===== src/logic/xts_pkg.sv =====
// package: register map, field layouts, encodings and timing for the crystal trim sequencer
package xts_pkg;

    // clock and timing
    localparam int unsigned CLK_PERIOD_NS = 100;
    localparam int unsigned RAMP_TIMEOUT_NS = 32000;
    localparam int unsigned RAMP_TIMEOUT_CYCLES = RAMP_TIMEOUT_NS / CLK_PERIOD_NS;
    localparam int TIMER_W = 9;
    localparam logic [TIMER_W-1:0] RAMP_TIMEOUT_LAST = TIMER_W'(RAMP_TIMEOUT_CYCLES - 1);

    // register indices as printed; byte address is four times the index
    localparam logic [31:0] SYS_STAT_IDX = 32'h50000014;
    localparam logic [31:0] TRIM_CTRL_IDX = 32'h50000016;
    localparam logic [31:0] IRQ_STATUS_IDX = 32'h50000030;
    localparam logic [31:0] IRQ_MASK_IDX = 32'h50000031;
    localparam int IDX_DEC_W = 10;

    // widths
    localparam int TRIM_W = 8;
    localparam int CNT_W = 12;
    localparam int IRQ_W = 2;
    localparam int UNIT_SHIFT = 6;

    // interrupt status / mask bit positions
    localparam int IRQ_SETTLED_BIT = 0;
    localparam int IRQ_TRIM_BIT = 1;
    localparam logic [IRQ_W-1:0] IRQ_RESET = 2'h0;

    // trim control register: settle threshold, source select, delay count
    typedef struct packed {
        logic [5:0] settle_n;
        logic [1:0] trim_select;
        logic [5:0] count_n;
    } xts_ctrl_t;
    localparam int CTRL_SETTLE_LSB = 8;
    localparam int CTRL_SELECT_LSB = 6;
    localparam int CTRL_COUNT_LSB = 0;
    localparam logic [13:0] CTRL_RESET = 14'h3f22;

    // system status register layout
    typedef struct packed {
        logic crystal_settled_flag;
        logic trim_applied_flag;
        logic reserved;
        logic debugger_attached_flag;
        logic timer_domain_on_flag;
        logic timer_domain_off_flag;
        logic radio_domain_on_flag;
        logic radio_domain_off_flag;
    } xts_sys_status_t;

    // state reported by the debugger and the power domains
    typedef struct packed {
        logic debugger_attached;
        logic timer_power_domain_on;
        logic timer_power_domain_off;
        logic radio_power_domain_on;
        logic radio_power_domain_off;
    } xts_dom_status_t;

    // trim values held in the frequency trim register
    typedef struct packed {
        logic [TRIM_W-1:0] startup_trim_value;
        logic [TRIM_W-1:0] ramp_trim_value;
        logic [TRIM_W-1:0] final_trim_value;
    } xts_trim_set_t;

    // synchroniser bundle: enable, tick toggle, amplitude ramping, domain status
    localparam int SYNC_W = 8;
    localparam logic [SYNC_W-1:0] SYNC_RESET = 8'h05;

    typedef enum logic [1:0] {
        SEL_COUNTER = 2'h0,
        SEL_AMP_FILTER = 2'h1,
        SEL_STATIC = 2'h2,
        SEL_TWO_STAGE = 2'h3
    } xts_trim_sel_t;

    typedef enum logic [1:0] {
        ST_OFF,
        ST_START,
        ST_RAMP,
        ST_FINAL
    } xts_seq_state_t;

    // threshold fields count in units of 64 crystal cycles
    function automatic logic [CNT_W-1:0] xts_units64(input logic [5:0] n);
        xts_units64 = {n, 6'h00};
    endfunction : xts_units64

endpackage : xts_pkg


===== src/logic/xts_sync.sv =====
// two-flop synchroniser bank for levels arriving from outside the pclk domain
module xts_sync #(
    parameter int W = 1,
    parameter logic [W-1:0] RST = '0
) (
    // clock and reset
    input wire logic pclk,
    input wire logic presetn,
    // levels
    input wire logic [W-1:0] d,
    output logic [W-1:0] q
);
    logic [W-1:0] meta;
    logic [W-1:0] next_meta;
    logic [W-1:0] next_q;

    always_comb begin
        next_meta = d;
        next_q = meta;
    end

    always_ff @(posedge pclk or negedge presetn) begin
        if (!presetn) begin
            meta <= RST;
            q <= RST;
        end else begin
            meta <= next_meta;
            q <= next_q;
        end
    end
endmodule : xts_sync


===== src/logic/xts_xtal_counter.sv =====
// crystal cycle counter: counts toggles of the synchronised crystal tick, saturating
module xts_xtal_counter
    import xts_pkg::*;
(
    // clock and reset
    input wire logic pclk,
    input wire logic presetn,
    // control
    input wire logic restart,
    input wire logic tick_toggle,
    // count
    output logic [xts_pkg::CNT_W-1:0] crystal_cycle_counter
);
    logic tick_prev;
    logic next_tick_prev;
    logic [CNT_W-1:0] next_count;

    always_comb begin
        next_tick_prev = tick_toggle;
        next_count = crystal_cycle_counter;
        if (restart) begin
            next_count = '0;
        end else if ((tick_toggle != tick_prev) && (crystal_cycle_counter != '1)) begin
            // saturate: thresholds top out at 4032, well below the wrap
            next_count = crystal_cycle_counter + CNT_W'(1);
        end
    end

    always_ff @(posedge pclk or negedge presetn) begin
        if (!presetn) begin
            tick_prev <= 1'b0;
            crystal_cycle_counter <= '0;
        end else begin
            tick_prev <= next_tick_prev;
            crystal_cycle_counter <= next_count;
        end
    end
endmodule : xts_xtal_counter


===== src/logic/xts_trim_seq_status.sv =====
// crystal trim sequencer and system status block with apb register access
// Summary of operation
// - settled flag sets when cycle count reaches threshold times 64; threshold resets 0x3f
// - trim-applied flag high while driven trim equals final trim; resets to one
// - read-only bit shows debugger attached to the core; zero after reset
// - timer domain on bit (reset 0) and off bit (reset 1), read-only
// - radio domain on bit (reset 0) and off bit (reset 1), read-only
// - counter mode: startup trim, then final trim after delay count; reset selection
// - amplitude mode: startup trim, final trim once amplitude detector reports ramping
// - static mode: no sequencing, final trim always driven
// - two-stage: startup, ramp trim after 32 us, final when amplitude ramps
// - delay count in units of 64 crystal cycles; resets to 0x22
//
// The APB interface to the registers was decided locally.
module xts_trim_seq_status
    import xts_pkg::*;
(
    // clock and reset
    input wire logic pclk,
    input wire logic presetn,
    // apb slave
    input wire logic psel,
    input wire logic penable,
    input wire logic pwrite,
    input wire logic [31:0] paddr,
    input wire logic [31:0] pwdata,
    output logic [31:0] prdata,
    output logic pready,
    output logic pslverr,
    // crystal oscillator
    input wire logic xtal_enable,
    input wire logic xtal_tick_toggle,
    input wire logic xtal_amp_ramping,
    input wire xts_pkg::xts_trim_set_t trim_values,
    output logic [xts_pkg::TRIM_W-1:0] xtal_trim,
    // status sources
    input wire xts_pkg::xts_dom_status_t dom_status,
    // status out
    output logic crystal_settled,
    output logic trim_applied,
    output logic irq
);
    import xts_pkg::*;

    // synchronised inputs
    logic [SYNC_W-1:0] sync_in;
    logic [SYNC_W-1:0] sync_out;
    logic en_s;
    logic tick_s;
    logic amp_s;
    xts_dom_status_t dom_s;

    assign sync_in = {xtal_enable, xtal_tick_toggle, xtal_amp_ramping, dom_status};
    assign {en_s, tick_s, amp_s, dom_s} = sync_out;

    xts_sync #(
        .W(SYNC_W),
        .RST(SYNC_RESET)
    ) u_sync (
        .pclk(pclk),
        .presetn(presetn),
        .d(sync_in),
        .q(sync_out)
    );

    // enable edge and counter restart
    logic en_prev;
    logic next_en_prev;
    logic en_rise;
    logic cnt_restart;
    logic [CNT_W-1:0] cycle_count;

    // counter held clear while the oscillator is off and cleared again on every enable
    assign en_rise = en_s & ~en_prev;
    assign cnt_restart = ~en_s | en_rise;

    xts_xtal_counter u_counter (
        .pclk(pclk),
        .presetn(presetn),
        .restart(cnt_restart),
        .tick_toggle(tick_s),
        .crystal_cycle_counter(cycle_count)
    );

    // registers
    xts_ctrl_t ctrl;
    xts_ctrl_t next_ctrl;
    logic [IRQ_W-1:0] irq_status;
    logic [IRQ_W-1:0] next_irq_status;
    logic [IRQ_W-1:0] irq_mask;
    logic [IRQ_W-1:0] next_irq_mask;
    logic [31:0] next_prdata;

    // sequencer state
    xts_seq_state_t state;
    xts_seq_state_t next_state;
    logic [TIMER_W-1:0] timer;
    logic [TIMER_W-1:0] next_timer;
    logic [TRIM_W-1:0] next_trim;
    logic next_settled;
    logic next_trim_applied;
    xts_trim_sel_t sel;
    logic delay_done;

    assign sel = xts_trim_sel_t'(ctrl.trim_select);
    assign delay_done = cycle_count >= xts_units64(ctrl.count_n);

    // trim sequencing
    always_comb begin
        next_state = state;
        next_timer = timer;
        next_en_prev = en_s;
        case (state)
            ST_OFF: begin
                next_timer = '0;
                if (en_rise) begin
                    next_state = (sel == SEL_STATIC) ? ST_FINAL : ST_START;
                end
            end
            ST_START: begin
                case (sel)
                    SEL_COUNTER: begin
                        if (delay_done) begin
                            next_state = ST_FINAL;
                        end
                    end
                    SEL_AMP_FILTER: begin
                        if (amp_s) begin
                            next_state = ST_FINAL;
                        end
                    end
                    SEL_STATIC: begin
                        next_state = ST_FINAL;
                    end
                    default: begin
                        if (timer == RAMP_TIMEOUT_LAST) begin
                            next_state = ST_RAMP;
                        end else begin
                            next_timer = timer + TIMER_W'(1);
                        end
                    end
                endcase
            end
            ST_RAMP: begin
                // a select change mid-sequence is honoured from this stage as well
                if (sel == SEL_STATIC) begin
                    next_state = ST_FINAL;
                end else if (sel == SEL_COUNTER) begin
                    if (delay_done) begin
                        next_state = ST_FINAL;
                    end
                end else if (amp_s) begin
                    next_state = ST_FINAL;
                end
            end
            default: begin
                next_state = ST_FINAL;
            end
        endcase
        if (!en_s) begin
            next_state = ST_OFF;
        end
    end

    // trim driven to the crystal follows the next state so it never lags a stage change
    always_comb begin
        case (next_state)
            ST_START: begin
                next_trim = trim_values.startup_trim_value;
            end
            ST_RAMP: begin
                next_trim = trim_values.ramp_trim_value;
            end
            default: begin
                // off and final both present the final value, so static mode never sees another
                next_trim = trim_values.final_trim_value;
            end
        endcase
        next_trim_applied = (next_trim == trim_values.final_trim_value);
        if (cnt_restart) begin
            next_settled = 1'b0;
        end else begin
            next_settled = crystal_settled | (cycle_count >= xts_units64(ctrl.settle_n));
        end
    end

    always_ff @(posedge pclk or negedge presetn) begin
        if (!presetn) begin
            state <= ST_OFF;
            timer <= '0;
            en_prev <= 1'b0;
            xtal_trim <= '0;
            crystal_settled <= 1'b0;
            trim_applied <= 1'b1;
        end else begin
            state <= next_state;
            timer <= next_timer;
            en_prev <= next_en_prev;
            xtal_trim <= next_trim;
            crystal_settled <= next_settled;
            trim_applied <= next_trim_applied;
        end
    end

    // apb decode
    logic setup;
    logic access;
    logic wr;
    logic hit_stat;
    logic hit_ctrl;
    logic hit_irq_status;
    logic hit_irq_mask;
    logic hit_any;
    logic [IDX_DEC_W-1:0] word;
    logic [IRQ_W-1:0] events;
    xts_sys_status_t sys_status;

    assign setup = psel & ~penable;
    assign access = psel & penable;
    assign word = paddr[IDX_DEC_W+1:2];
    assign hit_any = hit_stat | hit_ctrl | hit_irq_status | hit_irq_mask;
    // zero wait states; an unmapped word answers with an error
    assign pready = access;
    assign pslverr = access & ~hit_any;
    assign wr = access & pwrite;

    always_comb begin
        hit_stat = 1'b0;
        hit_ctrl = 1'b0;
        hit_irq_status = 1'b0;
        hit_irq_mask = 1'b0;
        if (word == SYS_STAT_IDX[IDX_DEC_W-1:0]) begin
            hit_stat = 1'b1;
        end else if (word == TRIM_CTRL_IDX[IDX_DEC_W-1:0]) begin
            hit_ctrl = 1'b1;
        end else if (word == IRQ_STATUS_IDX[IDX_DEC_W-1:0]) begin
            hit_irq_status = 1'b1;
        end else if (word == IRQ_MASK_IDX[IDX_DEC_W-1:0]) begin
            hit_irq_mask = 1'b1;
        end
    end

    always_comb begin
        sys_status.crystal_settled_flag = crystal_settled;
        sys_status.trim_applied_flag = trim_applied;
        sys_status.reserved = 1'b0;
        sys_status.debugger_attached_flag = dom_s.debugger_attached;
        sys_status.timer_domain_on_flag = dom_s.timer_power_domain_on;
        sys_status.timer_domain_off_flag = dom_s.timer_power_domain_off;
        sys_status.radio_domain_on_flag = dom_s.radio_power_domain_on;
        sys_status.radio_domain_off_flag = dom_s.radio_power_domain_off;
    end

    // register writes, sticky events and read data
    always_comb begin
        next_ctrl = ctrl;
        next_irq_mask = irq_mask;
        events = '0;
        events[IRQ_SETTLED_BIT] = next_settled & ~crystal_settled;
        events[IRQ_TRIM_BIT] = next_trim_applied & ~trim_applied;
        next_irq_status = irq_status;
        if (wr && hit_ctrl) begin
            next_ctrl = pwdata[13:0];
        end
        if (wr && hit_irq_mask) begin
            next_irq_mask = pwdata[IRQ_W-1:0];
        end
        if (wr && hit_irq_status) begin
            next_irq_status = irq_status & ~pwdata[IRQ_W-1:0];
        end
        // a new event in the clearing cycle stays set
        next_irq_status = next_irq_status | events;
        next_prdata = prdata;
        if (setup) begin
            next_prdata = '0;
            if (hit_stat) begin
                next_prdata[7:0] = sys_status;
            end else if (hit_ctrl) begin
                next_prdata[13:0] = ctrl;
            end else if (hit_irq_status) begin
                next_prdata[IRQ_W-1:0] = irq_status;
            end else if (hit_irq_mask) begin
                next_prdata[IRQ_W-1:0] = irq_mask;
            end
        end
    end

    always_ff @(posedge pclk or negedge presetn) begin
        if (!presetn) begin
            ctrl <= CTRL_RESET;
            irq_status <= IRQ_RESET;
            irq_mask <= IRQ_RESET;
            prdata <= '0;
        end else begin
            ctrl <= next_ctrl;
            irq_status <= next_irq_status;
            irq_mask <= next_irq_mask;
            prdata <= next_prdata;
        end
    end

    assign irq = |(irq_status & irq_mask);

endmodule : xts_trim_seq_status


===== config.mk =====
export PLATFORM = sky130hd
export DESIGN_NAME = xts_trim_seq_status
export DESIGN_NICKNAME = d
export VERILOG_FILES = /design/src/logic/xts_pkg.sv /design/src/logic/xts_sync.sv /design/src/logic/xts_xtal_counter.sv /design/src/logic/xts_trim_seq_status.sv
export SDC_FILE = /design/constraint.sdc
export NUM_CORES = 1
export LEC_CHECK = 0
export ABC_AREA = 0
export BUFFER_PORTS_ARGS = -buffer_cell sky130_fd_sc_hd__buf_2
export CORE_ASPECT_RATIO = 0.5
export CORE_UTILIZATION = 35
export DETAILED_ROUTE_END_ITERATION = 12
export HOLD_SLACK_MARGIN = 0.05
export PLACE_DENSITY_LB_ADDON = 0.12
export SYNTH_ARGS = -nofsm -noshare
export SYNTH_HDL_FRONTEND = slang
export SYNTH_SLANG_ARGS = --single-unit

===== constraint.sdc =====
create_clock -name pclk -period 4.7 [get_ports pclk]
set_input_delay 0.47 -clock pclk [delete_from_list [all_inputs] [get_ports pclk]]
set_output_delay 0.47 -clock pclk [all_outputs]
set_load 0.05 [all_outputs]

==> impl_metrics.json, run 1 <==
{
  "outcome": "complete, no violations",
  "tightest_slew_ns": 0.9943,
  "cts_tree": "built",
  "numClockSinks": 83,
  "power_frac_comb": 0.149,
  "place_worst_setup_slack_ns": 0.9468,
  "initialDrtViolationCount": 149,
  "finClkSkew_ns": 0.006128,
  "antenna_found_initial": 0,
  "fin_crit_ns": 3.784,
  "grt_use_met3": 0.04531,
  "ir_worst_vdd_mv": 0.1654,
  "io_buffers": 87,
  "worst_slack_ns": 0.9161,
  "power_leakage_nw": 2.432,
  "final_core_util": 0.4399,
  "clockBufferDepth": 2,
  "cts_resized": 0,
  "fp.dieH_um": 78.84,
  "ys_seq_area_frac": 0.5065,
  "path_buf_inv": 1,
  "synth_ff_type": "dfrtp_1",
  "setup_viol": 0,
  "synth_fa_ha_area_frac": 0.05147,
  "p_total_mw": 1.705,
  "drive_above_1_share": 0.2842,
  "fillers": 1087,
  "p_per_area_mw_per_mm2": 344.5,
  "yosysTopAreaCell": "dfrtp_1",
  "grt_pass1_vias": 2964,
  "grt_util_all_layers": 0.1556,
  "grt_start_max_net_pins": 52,
  "die-area_mm2": 0.01227,
  "p_int_mw": 1.244,
  "use_met2": 0.2247,
  "syn-cell-area_mm2": 0.004133,
  "pin_count": 146,
  "yosys.area_share.simple": 0.1262,
  "cpMaxStageDelayCell": "dfstp_2",
  "synthTopCellsByCount": "dfrtp_1, inv_1, nand2_1, nor2_1",
  "worstPathRequired_ns": 4.97,
  "worstHoldPathType": "in2async",
  "synth_cells": 384,
  "num_rows": 27,
  "num_antenna_cells": 0,
  "period_share": 0.8051,
  "synth.avg_cell_area_um2": 10.76,
  "ys_ff_latch": 83,
  "synth_top_family_by_area": "simple AND/OR/NAND/NOR gates",
  "drv_slew": 0,
  "rr_startpoint": "ctrl[5]",
  "drt_wl_total_um": 8750,
  "place_hpwl_um": 6427,
  "maxCapViolations": 0,
  "cp-startpoint": "ctrl[5]",
  "yosys.cell_types.count": 52,
  "arrival_ns": 4.05,
  "detail_route.wl_per_cell_um": 13.80,
  "gp_congestion": 0.7499,
  "crit_chain": "inv_1 -> ha_1 -> and4_1 -> a2111oi_0 -> o221ai_1 -> a311o_1 -> and2_1 -> ha_1 -> a22oi_1 -> xnor2_1 -> nor4_1 -> a41o_1 -> a22o_1",
  "cts_hold_buf": 0,
  "initial_core_util": 0.3674,
  "max_stage_delay_ns": 0.54,
  "swShare": 0.2701,
  "post_cts_buffers": 0,
  "final_antenna_net_count": 0,
  "h-tree-depth": 3,
  "synth-async-reset-ratio": 1.000,
  "ctsRootBufferMaster": "clkbuf_16",
  "synth.most_common_cell": "dfrtp_1",
  "muxShareOfSynthArea": 0.08992,
  "hold_ws_ns": 0.07544,
  "synth_xor_area_frac": 0.04027,
  "design.core.area_mm2": 0.01125,
  "synth_top_cell_area_share": 0.4239,
  "met1_usage": 0.2223,
  "synth.area.top_cells": "dfrtp_1, dfstp_2, ha_1",
  "synth_warnings": 0,
  "top_usage_layer": "met2",
  "slew_headroom": 0.3284,
  "ff_latch_area_mm2": 0.002093,
  "worstSetupEndpointType": "flop",
  "die_w_um": 155.7,
  "max_freq_mhz": 264.3,
  "nNetsFinal": 588,
  "viasPerCell": 4.729,
  "path_max_fanout": 8,
  "synth_compound_area_frac": 0.1105,
  "clk_pin_slew_ns": 0.06,
  "start_kind": "flop",
  "area_growth_syn_to_layout_pct": 19.74,
  "vias": 2998,
  "net-switching-power_mw": 0.4604,
  "clockPowerShare": 0.404,
  "rsz0062_at_grt": "no",
  "worst_skew_pair.late_latency_ns": 0.33,
  "crit_top_cell": "ha_1",
  "synth-edff-count": 0,
  "numCtsBuffers": 9,
  "finalHoldViolCount": 0,
  "criticalPathCategory": "reg2reg",
  "seq_power_share": 0.447,
  "setup_tns_ns": 0,
  "path_delay_family": "compound AO/OA/AOI/OAI gates",
  "drcViolationCount": 0,
  "grt_first_pass_wirelength_um": 14730,
  "multi_input_area_mm2": 0.001797,
  "grt.overflow.total": 0,
  "first_pass_iters": 4
}
[metrics by stage]
stage | area (um2) | instances
5_1_grt | 4949 | 634
4_1_cts | 4949 | 634
3_3_place_gp | 4658 | 618
3_5_place_dp | 4658 | 618
2_1_floorplan | 4197 | 401
6_report | 4949 | 634
[cell type report]
| cell class | count | share of cell area |
|---|---|---|
| multi-input cells | 255 | 0.3631 |
| well taps | 159 | 0.04020 |
| flip-flops and latches | 83 | 0.4230 |
| inverters | 33 | 0.02503 |
| clock inverters | 3 | 0.008091 |
| clock buffers | 13 | 0.05057 |
| repair buffers | 88 | 0.09001 |
[cell usage in the layout (no fill, tap or decap), types with 3 or more instances in the layout]
| master | count |
|---|---|
| a22o_1 | 10 |
| a22oi_1 | 8 |
| clkbuf_16 | 9 |
| mux2_2 | 17 |
| nor2_1 | 24 |
| dfstp_2 | 13 |
| a21boi_0 | 3 |
| mux2i_1 | 18 |
| or3_1 | 3 |
| o21ai_0 | 14 |
| and4_1 | 5 |
| a21oi_1 | 11 |
| inv_1 | 33 |
| xnor2_1 | 12 |
| nand2_1 | 29 |
| xor2_1 | 7 |
| conb_1 | 18 |
| clkbuf_1 | 3 |
| and3_1 | 4 |
| ha_1 | 17 |
| buf_2 | 86 |
| nand3_1 | 8 |
| dfrtp_1 | 70 |
| a31oi_1 | 3 |
| o22ai_1 | 4 |
| nand4_1 | 6 |
| nor4_1 | 3 |
| and2_1 | 5 |
[kinds of logic after synthesis]
group / Yosys count
muxes: 35
xor gates and xnor gates: 19
other: 1
and+or+nand+nor: 99
adders and majority gates: 17
AOI/OAI and AO/OA: 67
DFF: 83
buffers and inverters: 63
[sequential cells by signal, summed over array words and instances, names as in the netlist]
register and count:
u_counter.tick_prev 1, irq_status 2, u_counter.crystal_cycle_counter 12, xtal_trim 8, timer 9, sel 2, irq_mask 2, u_sync.q 8
state 2, ctrl 12, crystal_settled 1, en_prev 1, trim_applied 1, prdata 14, u_sync.meta 8
[metal layers]
metal / part of all wire / vias up
li1: - / 1471
met1: 0.52 / 1440
met2: 0.42 / 82
met3: 0.048 / 5
met4: 0.0067 / 0
met5: 0 / -
[power groups by stage]
stage | combinational (mW) | clock, mW | sequential [mW]
global route | 0.276 | 0.746 | 0.765
detailed placement | 0.256 | 0 | 0.774
CTS | 0.257 | 0.713 | 0.762
global placement | 0.256 | 0 | 0.774
finish | 0.253 | 0.689 | 0.762
floorplan | 0.136 | 0 | 0.825
[worst register-to-register path, cell delays in order (launching register included)]
cell and delay (ns):
dfstp_2 0.54, inv_1 0.05, ha_1 0.28, and4_1 0.19
a2111oi_0 0.39, o221ai_1 0.24, a311o_1 0.38, and2_1 0.18
ha_1 0.32, a22oi_1 0.31, xnor2_1 0.10, nor4_1 0.35
a41o_1 0.26, a22o_1 0.14
[worst paths after layout]
kind                                  end  slack [ns]  cells after the start
min in group pclk          u_sync.meta[2]        0.24                      1
setup / recovery            irq_status[1]        0.92                     13
max in group asynchronous      prdata[11]        3.61                      2
hold reg to reg               u_sync.q[5]        0.34                      0
hold / removal             u_sync.meta[3]        0.08                      1
setup reg to reg            irq_status[1]        0.92                     13
Power figures use the tool's default switching activity.
==> inputs of run 2 (changes only) <==
- ABC_AREA: 0 -> 1
- clock period: 4.7 -> 3.2 ns (I/O delays scaled with it)
==> impl_metrics.json, run 2 <==
{
  "outcome": "complete, no violations",
  "worstPathRequired_ns": 3.48,
  "holdPathStages": 1,
  "viasPerCell": 4.718,
  "die-area_mm2": 0.01346,
  "wl_met1_um": 5806,
  "final_common_cell": "nand2_1",
  "grt_start_max_net_pins": 32,
  "numClockSinks": 83,
  "nNetsFinal": 777,
  "ys_seq_area_frac": 0.4609,
  "route.met3.wl_um": 730,
  "pin_count": 146,
  "synth_cells": 561,
  "drcViolationCount": 0,
  "h-tree-depth": 3,
  "reg2regPathDepth": 23,
  "cts_tree": "built",
  "max_freq_mhz": 345.0,
  "die_w_um": 163.1,
  "worst_skew_pair.late_latency_ns": 0.34,
  "drv_slew": 0,
  "first_pass_iters": 4,
  "drt_wl_total_um": 11220,
  "worstHoldPathType": "in2reg",
  "synth-async-reset-ratio": 1.000,
  "max_stage_delay_ns": 0.53,
  "initialDrtViolationCount": 223,
  "finalHoldViolCount": 0,
  "ff_latch_area_mm2": 0.002093,
  "maxCapViolations": 0,
  "synth-edff-count": 0,
  "start_kind": "flop",
  "power_leakage_nw": 2.708,
  "post_cts_buffers": 0,
  "yosys.cell_types.count": 39,
  "synthTopCellsByCount": "nand2_1, dfrtp_1, inv_1, nand3_1, nor2_1",
  "largest_reg_flops": 14,
  "synth.area.top_cells": "dfrtp_1, nand2_1, dfstp_2",
  "fp.dieH_um": 82.55,
  "setup_tns_ns": 0,
  "multi_input_area_mm2": 0.002092,
  "synth_ff_type": "dfrtp_1",
  "setup_viol": 0,
  "finClkSkew_ns": 0.01266,
  "synth.most_common_cell": "nand2_1",
  "gp_congestion": 0.8491,
  "place_hpwl_um": 8774,
  "antenna_found_initial": 0,
  "worstSetupEndpointType": "flop",
  "cpMaxStageDelayCell": "dfstp_2",
  "fin_crit_ns": 2.898,
  "synth_warnings": 0,
  "hold_ws_ns": 0.07845,
  "numCtsBuffers": 9,
  "p_per_area_mw_per_mm2": 549.8,
  "dr_wl_met2_um": 4602,
  "clk_pin_slew_ns": 0.07,
  "path_max_fanout": 6,
  "initial_core_util": 0.3715,
  "vias": 3911,
  "grt_pass1_vias": 3671,
  "placed_cells": 812,
  "final_antenna_net_count": 0,
  "crit_chain": "inv_1 -> ha_1 -> nand2_2 -> nor2_2 -> nand2_1 -> inv_1 -> nor2_2 -> nand3_1 -> nand2_1 -> nand2_1 -> nand2_2 -> a21oi_4 -> ha_1 -> inv_1 -> buf_4 -> nand3_1 -> o21ai_1 -> inv_1 -> nand2_1 -> nand3_1 -> nor2_2 -> nand3_1 -> nand2_1",
  "syn-cell-area_mm2": 0.004542,
  "ctsRootBufferMaster": "clkbuf_16",
  "top_layer": "met4",
  "fillers": 1246,
  "detail_route.wl_per_cell_um": 13.54,
  "drive_above_1_share": 0.2304,
  "crit_top_cell": "nand2_1",
  "synth_top_cell_area_share": 0.3857,
  "final_cell_mix": "nand2_1, buf_2, dfrtp_1",
  "grt.overflow.total": 0,
  "num_antenna_cells": 0,
  "clockBufferDepth": 2,
  "yosysTopAreaCell": "dfrtp_1",
  "rsz0062_at_grt": "no",
  "grt_first_pass_wirelength_um": 18480,
  "fin_cells": 829,
  "ir_worst_vdd_mv": 0.3514,
  "grt_util_all_layers": 0.1803,
  "ys_ff_latch": 83,
  "reg_top3": "prdata: 14 flops, ctrl: 12 flops, u_counter.crystal_cycle_counter: 12 flops",
  "top_register": "prdata",
  "period_share": 0.9057,
  "synth.avg_cell_area_um2": 8.096,
  "area_growth_syn_to_layout_pct": 21.18,
  "design.core.area_mm2": 0.01223,
  "io_buffers": 87,
  "num_rows": 28,
  "arrival_ns": 3.18,
  "criticalPathCategory": "reg2reg"
}
-- run 2: changes by cell type after synthesis, sizes merged, moves of 11 or more --
| cell | delta |
|---|---|
| inv | +34 |
| nor2 | +18 |
| nand3 | +51 |
| mux2 | -17 |
| o21ai | +15 |
| mux2i | -18 |
| nor3 | +11 |
| nand2 | +119 |
-- run 2: layer usage --
metal / track usage / up-vias
li1: - / 1991
met1: 0.2560 / 1799
met2: 0.2668 / 114
met3: 0.05644 / 7
met4: 0.03925 / 0
met5: 0 / -
-- run 2: logic make-up (layout without fill, tap and decap cells) --
family / count (synthesis) / in the layout / synth area share
adder cells (fa/ha/maj): 17 / 17 / 0.04683
flip-flops: 83 / 83 / 0.4609
AND/OR/NAND/NOR: 289 / 289 / 0.2906
AO/OA/AOI/OAI: 61 / 61 / 0.07714
XOR/XNOR: 12 / 12 / 0.02314
buffers and inverters: 98 / 184 / 0.1005
other: 1 / 18 / 0.0008257
-- run 2: worst paths after layout --
check / end / start / slack (ns)
setup / recovery: irq_status[1] / ctrl[5] / 0.30
hold / removal: u_sync.meta[2] / dom_status[2] / 0.08
setup reg to reg: irq_status[1] / ctrl[5] / 0.30
hold reg to reg: u_sync.q[1] / u_sync.meta[1] / 0.35
max in group asynchronous: ctrl[12] / presetn / 1.99
min in group asynchronous: u_counter.crystal_cycle_counter[10] / presetn / 0.46
-- run 2: power by group --
group / internal, mW / switching (mW) / leakage (nW)
clock: 0.685 / 0.426 / 0.149
sequential: 1.13 / 0.0382 / 1.04
combinational: 0.194 / 0.549 / 1.52
total: 2.01 / 1.01 / 2.71
-- run 2: repair_timing --
item                                    4_1_cts  5_1_grt
hold buffers                                  1        0
endpoints found under the hold margin        27        0
gates resized for setup                       0       15
endpoints found under the setup margin        0        2
-- run 2: stage by stage --
step | setup slack [ns] | utilization | instance area (um2) | power (mW)
finish | 0.3017 | 0.4502 | 5504 | 3.026
global route | 0.0004969 | 0.4502 | 5504 | 3.192
CTS | 0.09732 | 0.4469 | 5464 | 3.036
detailed placement | 0.1122 | 0.4201 | 5136 | 1.908
global placement | 0.1191 | 0.4201 | 5136 | 1.906
floorplan | 0.5524 | - | 4606 | 1.711
-- run 2: layout make-up --
type / count / share of cell area
timing repair buffer: 99 / 0.09707
clock inverter: 6 / 0.01614
inverter: 69 / 0.04728
tap: 165 / 0.03751
clock buffer: 10 / 0.04160
multi-input combinational: 397 / 0.3801
sequential: 83 / 0.3803
-- run 2: worst max-delay path: cells and delay by family, from the launching register on --
family                     cells  cell delay (ns)
AOI/OAI and AO/OA              2             0.27
buffers and inverters          5             0.45
DFF                            1             0.53
and+or+nand+nor               14             1.04
adders and majority gates      2             0.57
==> inputs of run 3 (changes only) <==
- CORE_UTILIZATION: 35 -> 46
- SLEW_MARGIN: default -> 20
==> impl_metrics.json, run 3 (same netlist as run 2, synthesis figures left out) <==
{
  "grt_pass1_vias": 3579,
  "power_leakage_nw": 2.697,
  "worstSetupEndpointType": "flop",
  "pin_count": 146,
  "worst_skew_pair.late_latency_ns": 0.34,
  "tightest_slew_ns": 0.7593,
  "setup_viol": 0,
  "crit_chain": "inv_1 -> ha_1 -> nand2_1 -> nor2_2 -> nand2_1 -> inv_1 -> nor2_2 -> nand3_1 -> nand2_1 -> nand2_1 -> nand2_1 -> a21oi_2 -> ha_2 -> inv_4 -> buf_4 -> nand3_1 -> o21ai_1 -> nand2_1 -> nand2_1 -> inv_1 -> nand2_1 -> nor2_2 -> nand3_1 -> nand2_1",
  "final_common_cell": "nand2_1",
  "grt_start_max_net_pins": 84,
  "clockBufferDepth": 2,
  "arrival_ns": 3.19,
  "fin_crit_ns": 2.955,
  "design.core.area_mm2": 0.009509,
  "cpMaxStageDelayCell": "dfstp_2",
  "rsz0062_at_grt": "no",
  "drive_above_1_share": 0.2236,
  "worst_slack_ns": 0.2449,
  "final_antenna_net_count": 0,
  "gp_congestion": 0.8329,
  "maxCapViolations": 0,
  "period_share": 0.9235,
  "setup_tns_ns": 0,
  "reg2regPathDepth": 24,
  "place_hpwl_um": 7874,
  "slew_headroom": 0.4938,
  "h-tree-depth": 3,
  "grt.overflow.total": 0,
  "worstHoldPathType": "in2async",
  "drv_slew": 0,
  "antenna_found_initial": 0,
  "drcViolationCount": 0,
  "violations": "negative hold slack",
  "nNetsFinal": 775,
  "max_stage_delay_ns": 0.53,
  "criticalPathCategory": "reg2reg",
  "drt_wl_total_um": 10510,
  "num_antenna_cells": 0,
  "viasPerCell": 4.907,
  "grt_first_pass_wirelength_um": 17440,
  "worstPathRequired_ns": 3.43,
  "final_core_util": 0.5718,
  "crit_top_cell": "nand2_1",
  "cts_hold_buf": 0,
  "largest_reg_flops": 14,
  "die-area_mm2": 0.01030,
  "clk_pin_slew_ns": 0.06,
  "fp.dieH_um": 72.26,
  "ir_worst_vdd_mv": 0.3661,
  "top_register": "prdata",
  "place_worst_setup_slack_ns": 0.1254,
  "start_kind": "flop",
  "initial_core_util": 0.4776,
  "area_growth_syn_to_layout_pct": 19.72,
  "finalHoldViolCount": 3,
  "cts_tree": "built",
  "initialDrtViolationCount": 240,
  "hold_ws_ns": -0.008709,
  "io_buffers": 87,
  "die_w_um": 142.5,
  "max_freq_mhz": 338.4,
  "final_cell_mix": "nand2_1, buf_2, dfrtp_1",
  "num_rows": 25,
  "finClkSkew_ns": 0.005252,
  "grt_util_all_layers": 0.2242,
  "outcome": "complete, but fails checks",
  "r2r-end": "irq_status[1]",
  "rr_startpoint": "ctrl[5]",
  "detail_route.wl_per_cell_um": 13.19,
  "path_max_fanout": 6,
  "vias": 3911,
  "rrSetupSlack_ns": 0.24,
  "numCtsBuffers": 9,
  "p_per_area_mw_per_mm2": 553.9,
  "first_pass_iters": 5,
  "ctsRootBufferMaster": "clkbuf_16",
  "reg_top3": "prdata: 14 flops, ctrl: 12 flops, u_counter.crystal_cycle_counter: 12 flops",
  "numClockSinks": 83
}
-- run 3: metal layers --
layer / share of wire / vias up / GRT usage / wire length, um
li1: - / 1980 / - / -
met1: 0.50 / 1796 / 0.3131 / 5209
met2: 0.42 / 129 / 0.3322 / 4459
met3: 0.073 / 6 / 0.07525 / 772
met4: 0.0065 / 0 / 0.06332 / 68
met5: 0 / - / 0 / 0
-- run 3: worst max path at each step --
stage | end | from | cells after the start
floorplan | irq_status[1] | ctrl[5] | 21
global placement | irq_status[1] | ctrl[5] | 24
detailed placement | irq_status[1] | ctrl[5] | 22
CTS | irq_status[1] | ctrl[5] | 23
global route | irq_status[1] | ctrl[5] | 24
finish | irq_status[1] | ctrl[5] | 24
-- run 3: critical path, delay by kind of cell, from the launching register on --
family / cells / cell delay (ns)
simple gates: 15 / 1.01
flops: 1 / 0.53
fa+ha+maj: 2 / 0.62
compound gates: 2 / 0.34
buf+inv: 5 / 0.36
-- run 3: final cells by class --
cell class,instances,area [um2]
sequential,83,2093
timing repair buffer,97,520.5
clock buffer,14,254.0
tap,135,168.9
clock inverter,2,60.06
multi-input combinational,397,2078
inverter,69,262.8
fill,909,4071
-- run 3: timing repair --
item | in CTS | in global routing
setup buffers | 0 | 1
gates resized for setup | 0 | 15
setup endpoints to repair | 0 | 2
-- run 3: per-stage QoR --
step	instance area [um2]	power, mW	cells
2_1_floorplan	4606	1.711	578
3_3_place_gp	5084	1.891	780
3_5_place_dp	5084	1.894	780
4_1_cts	5398	3.014	796
5_1_grt	5438	3.173	797
6_report	5438	3.012	797
-- run 3: power breakdown --
part	total (mW)	internal (mW)	switching [mW]
combinational	0.739	0.199	0.541
sequential	1.17	1.13	0.0352
clock	1.10	0.706	0.398
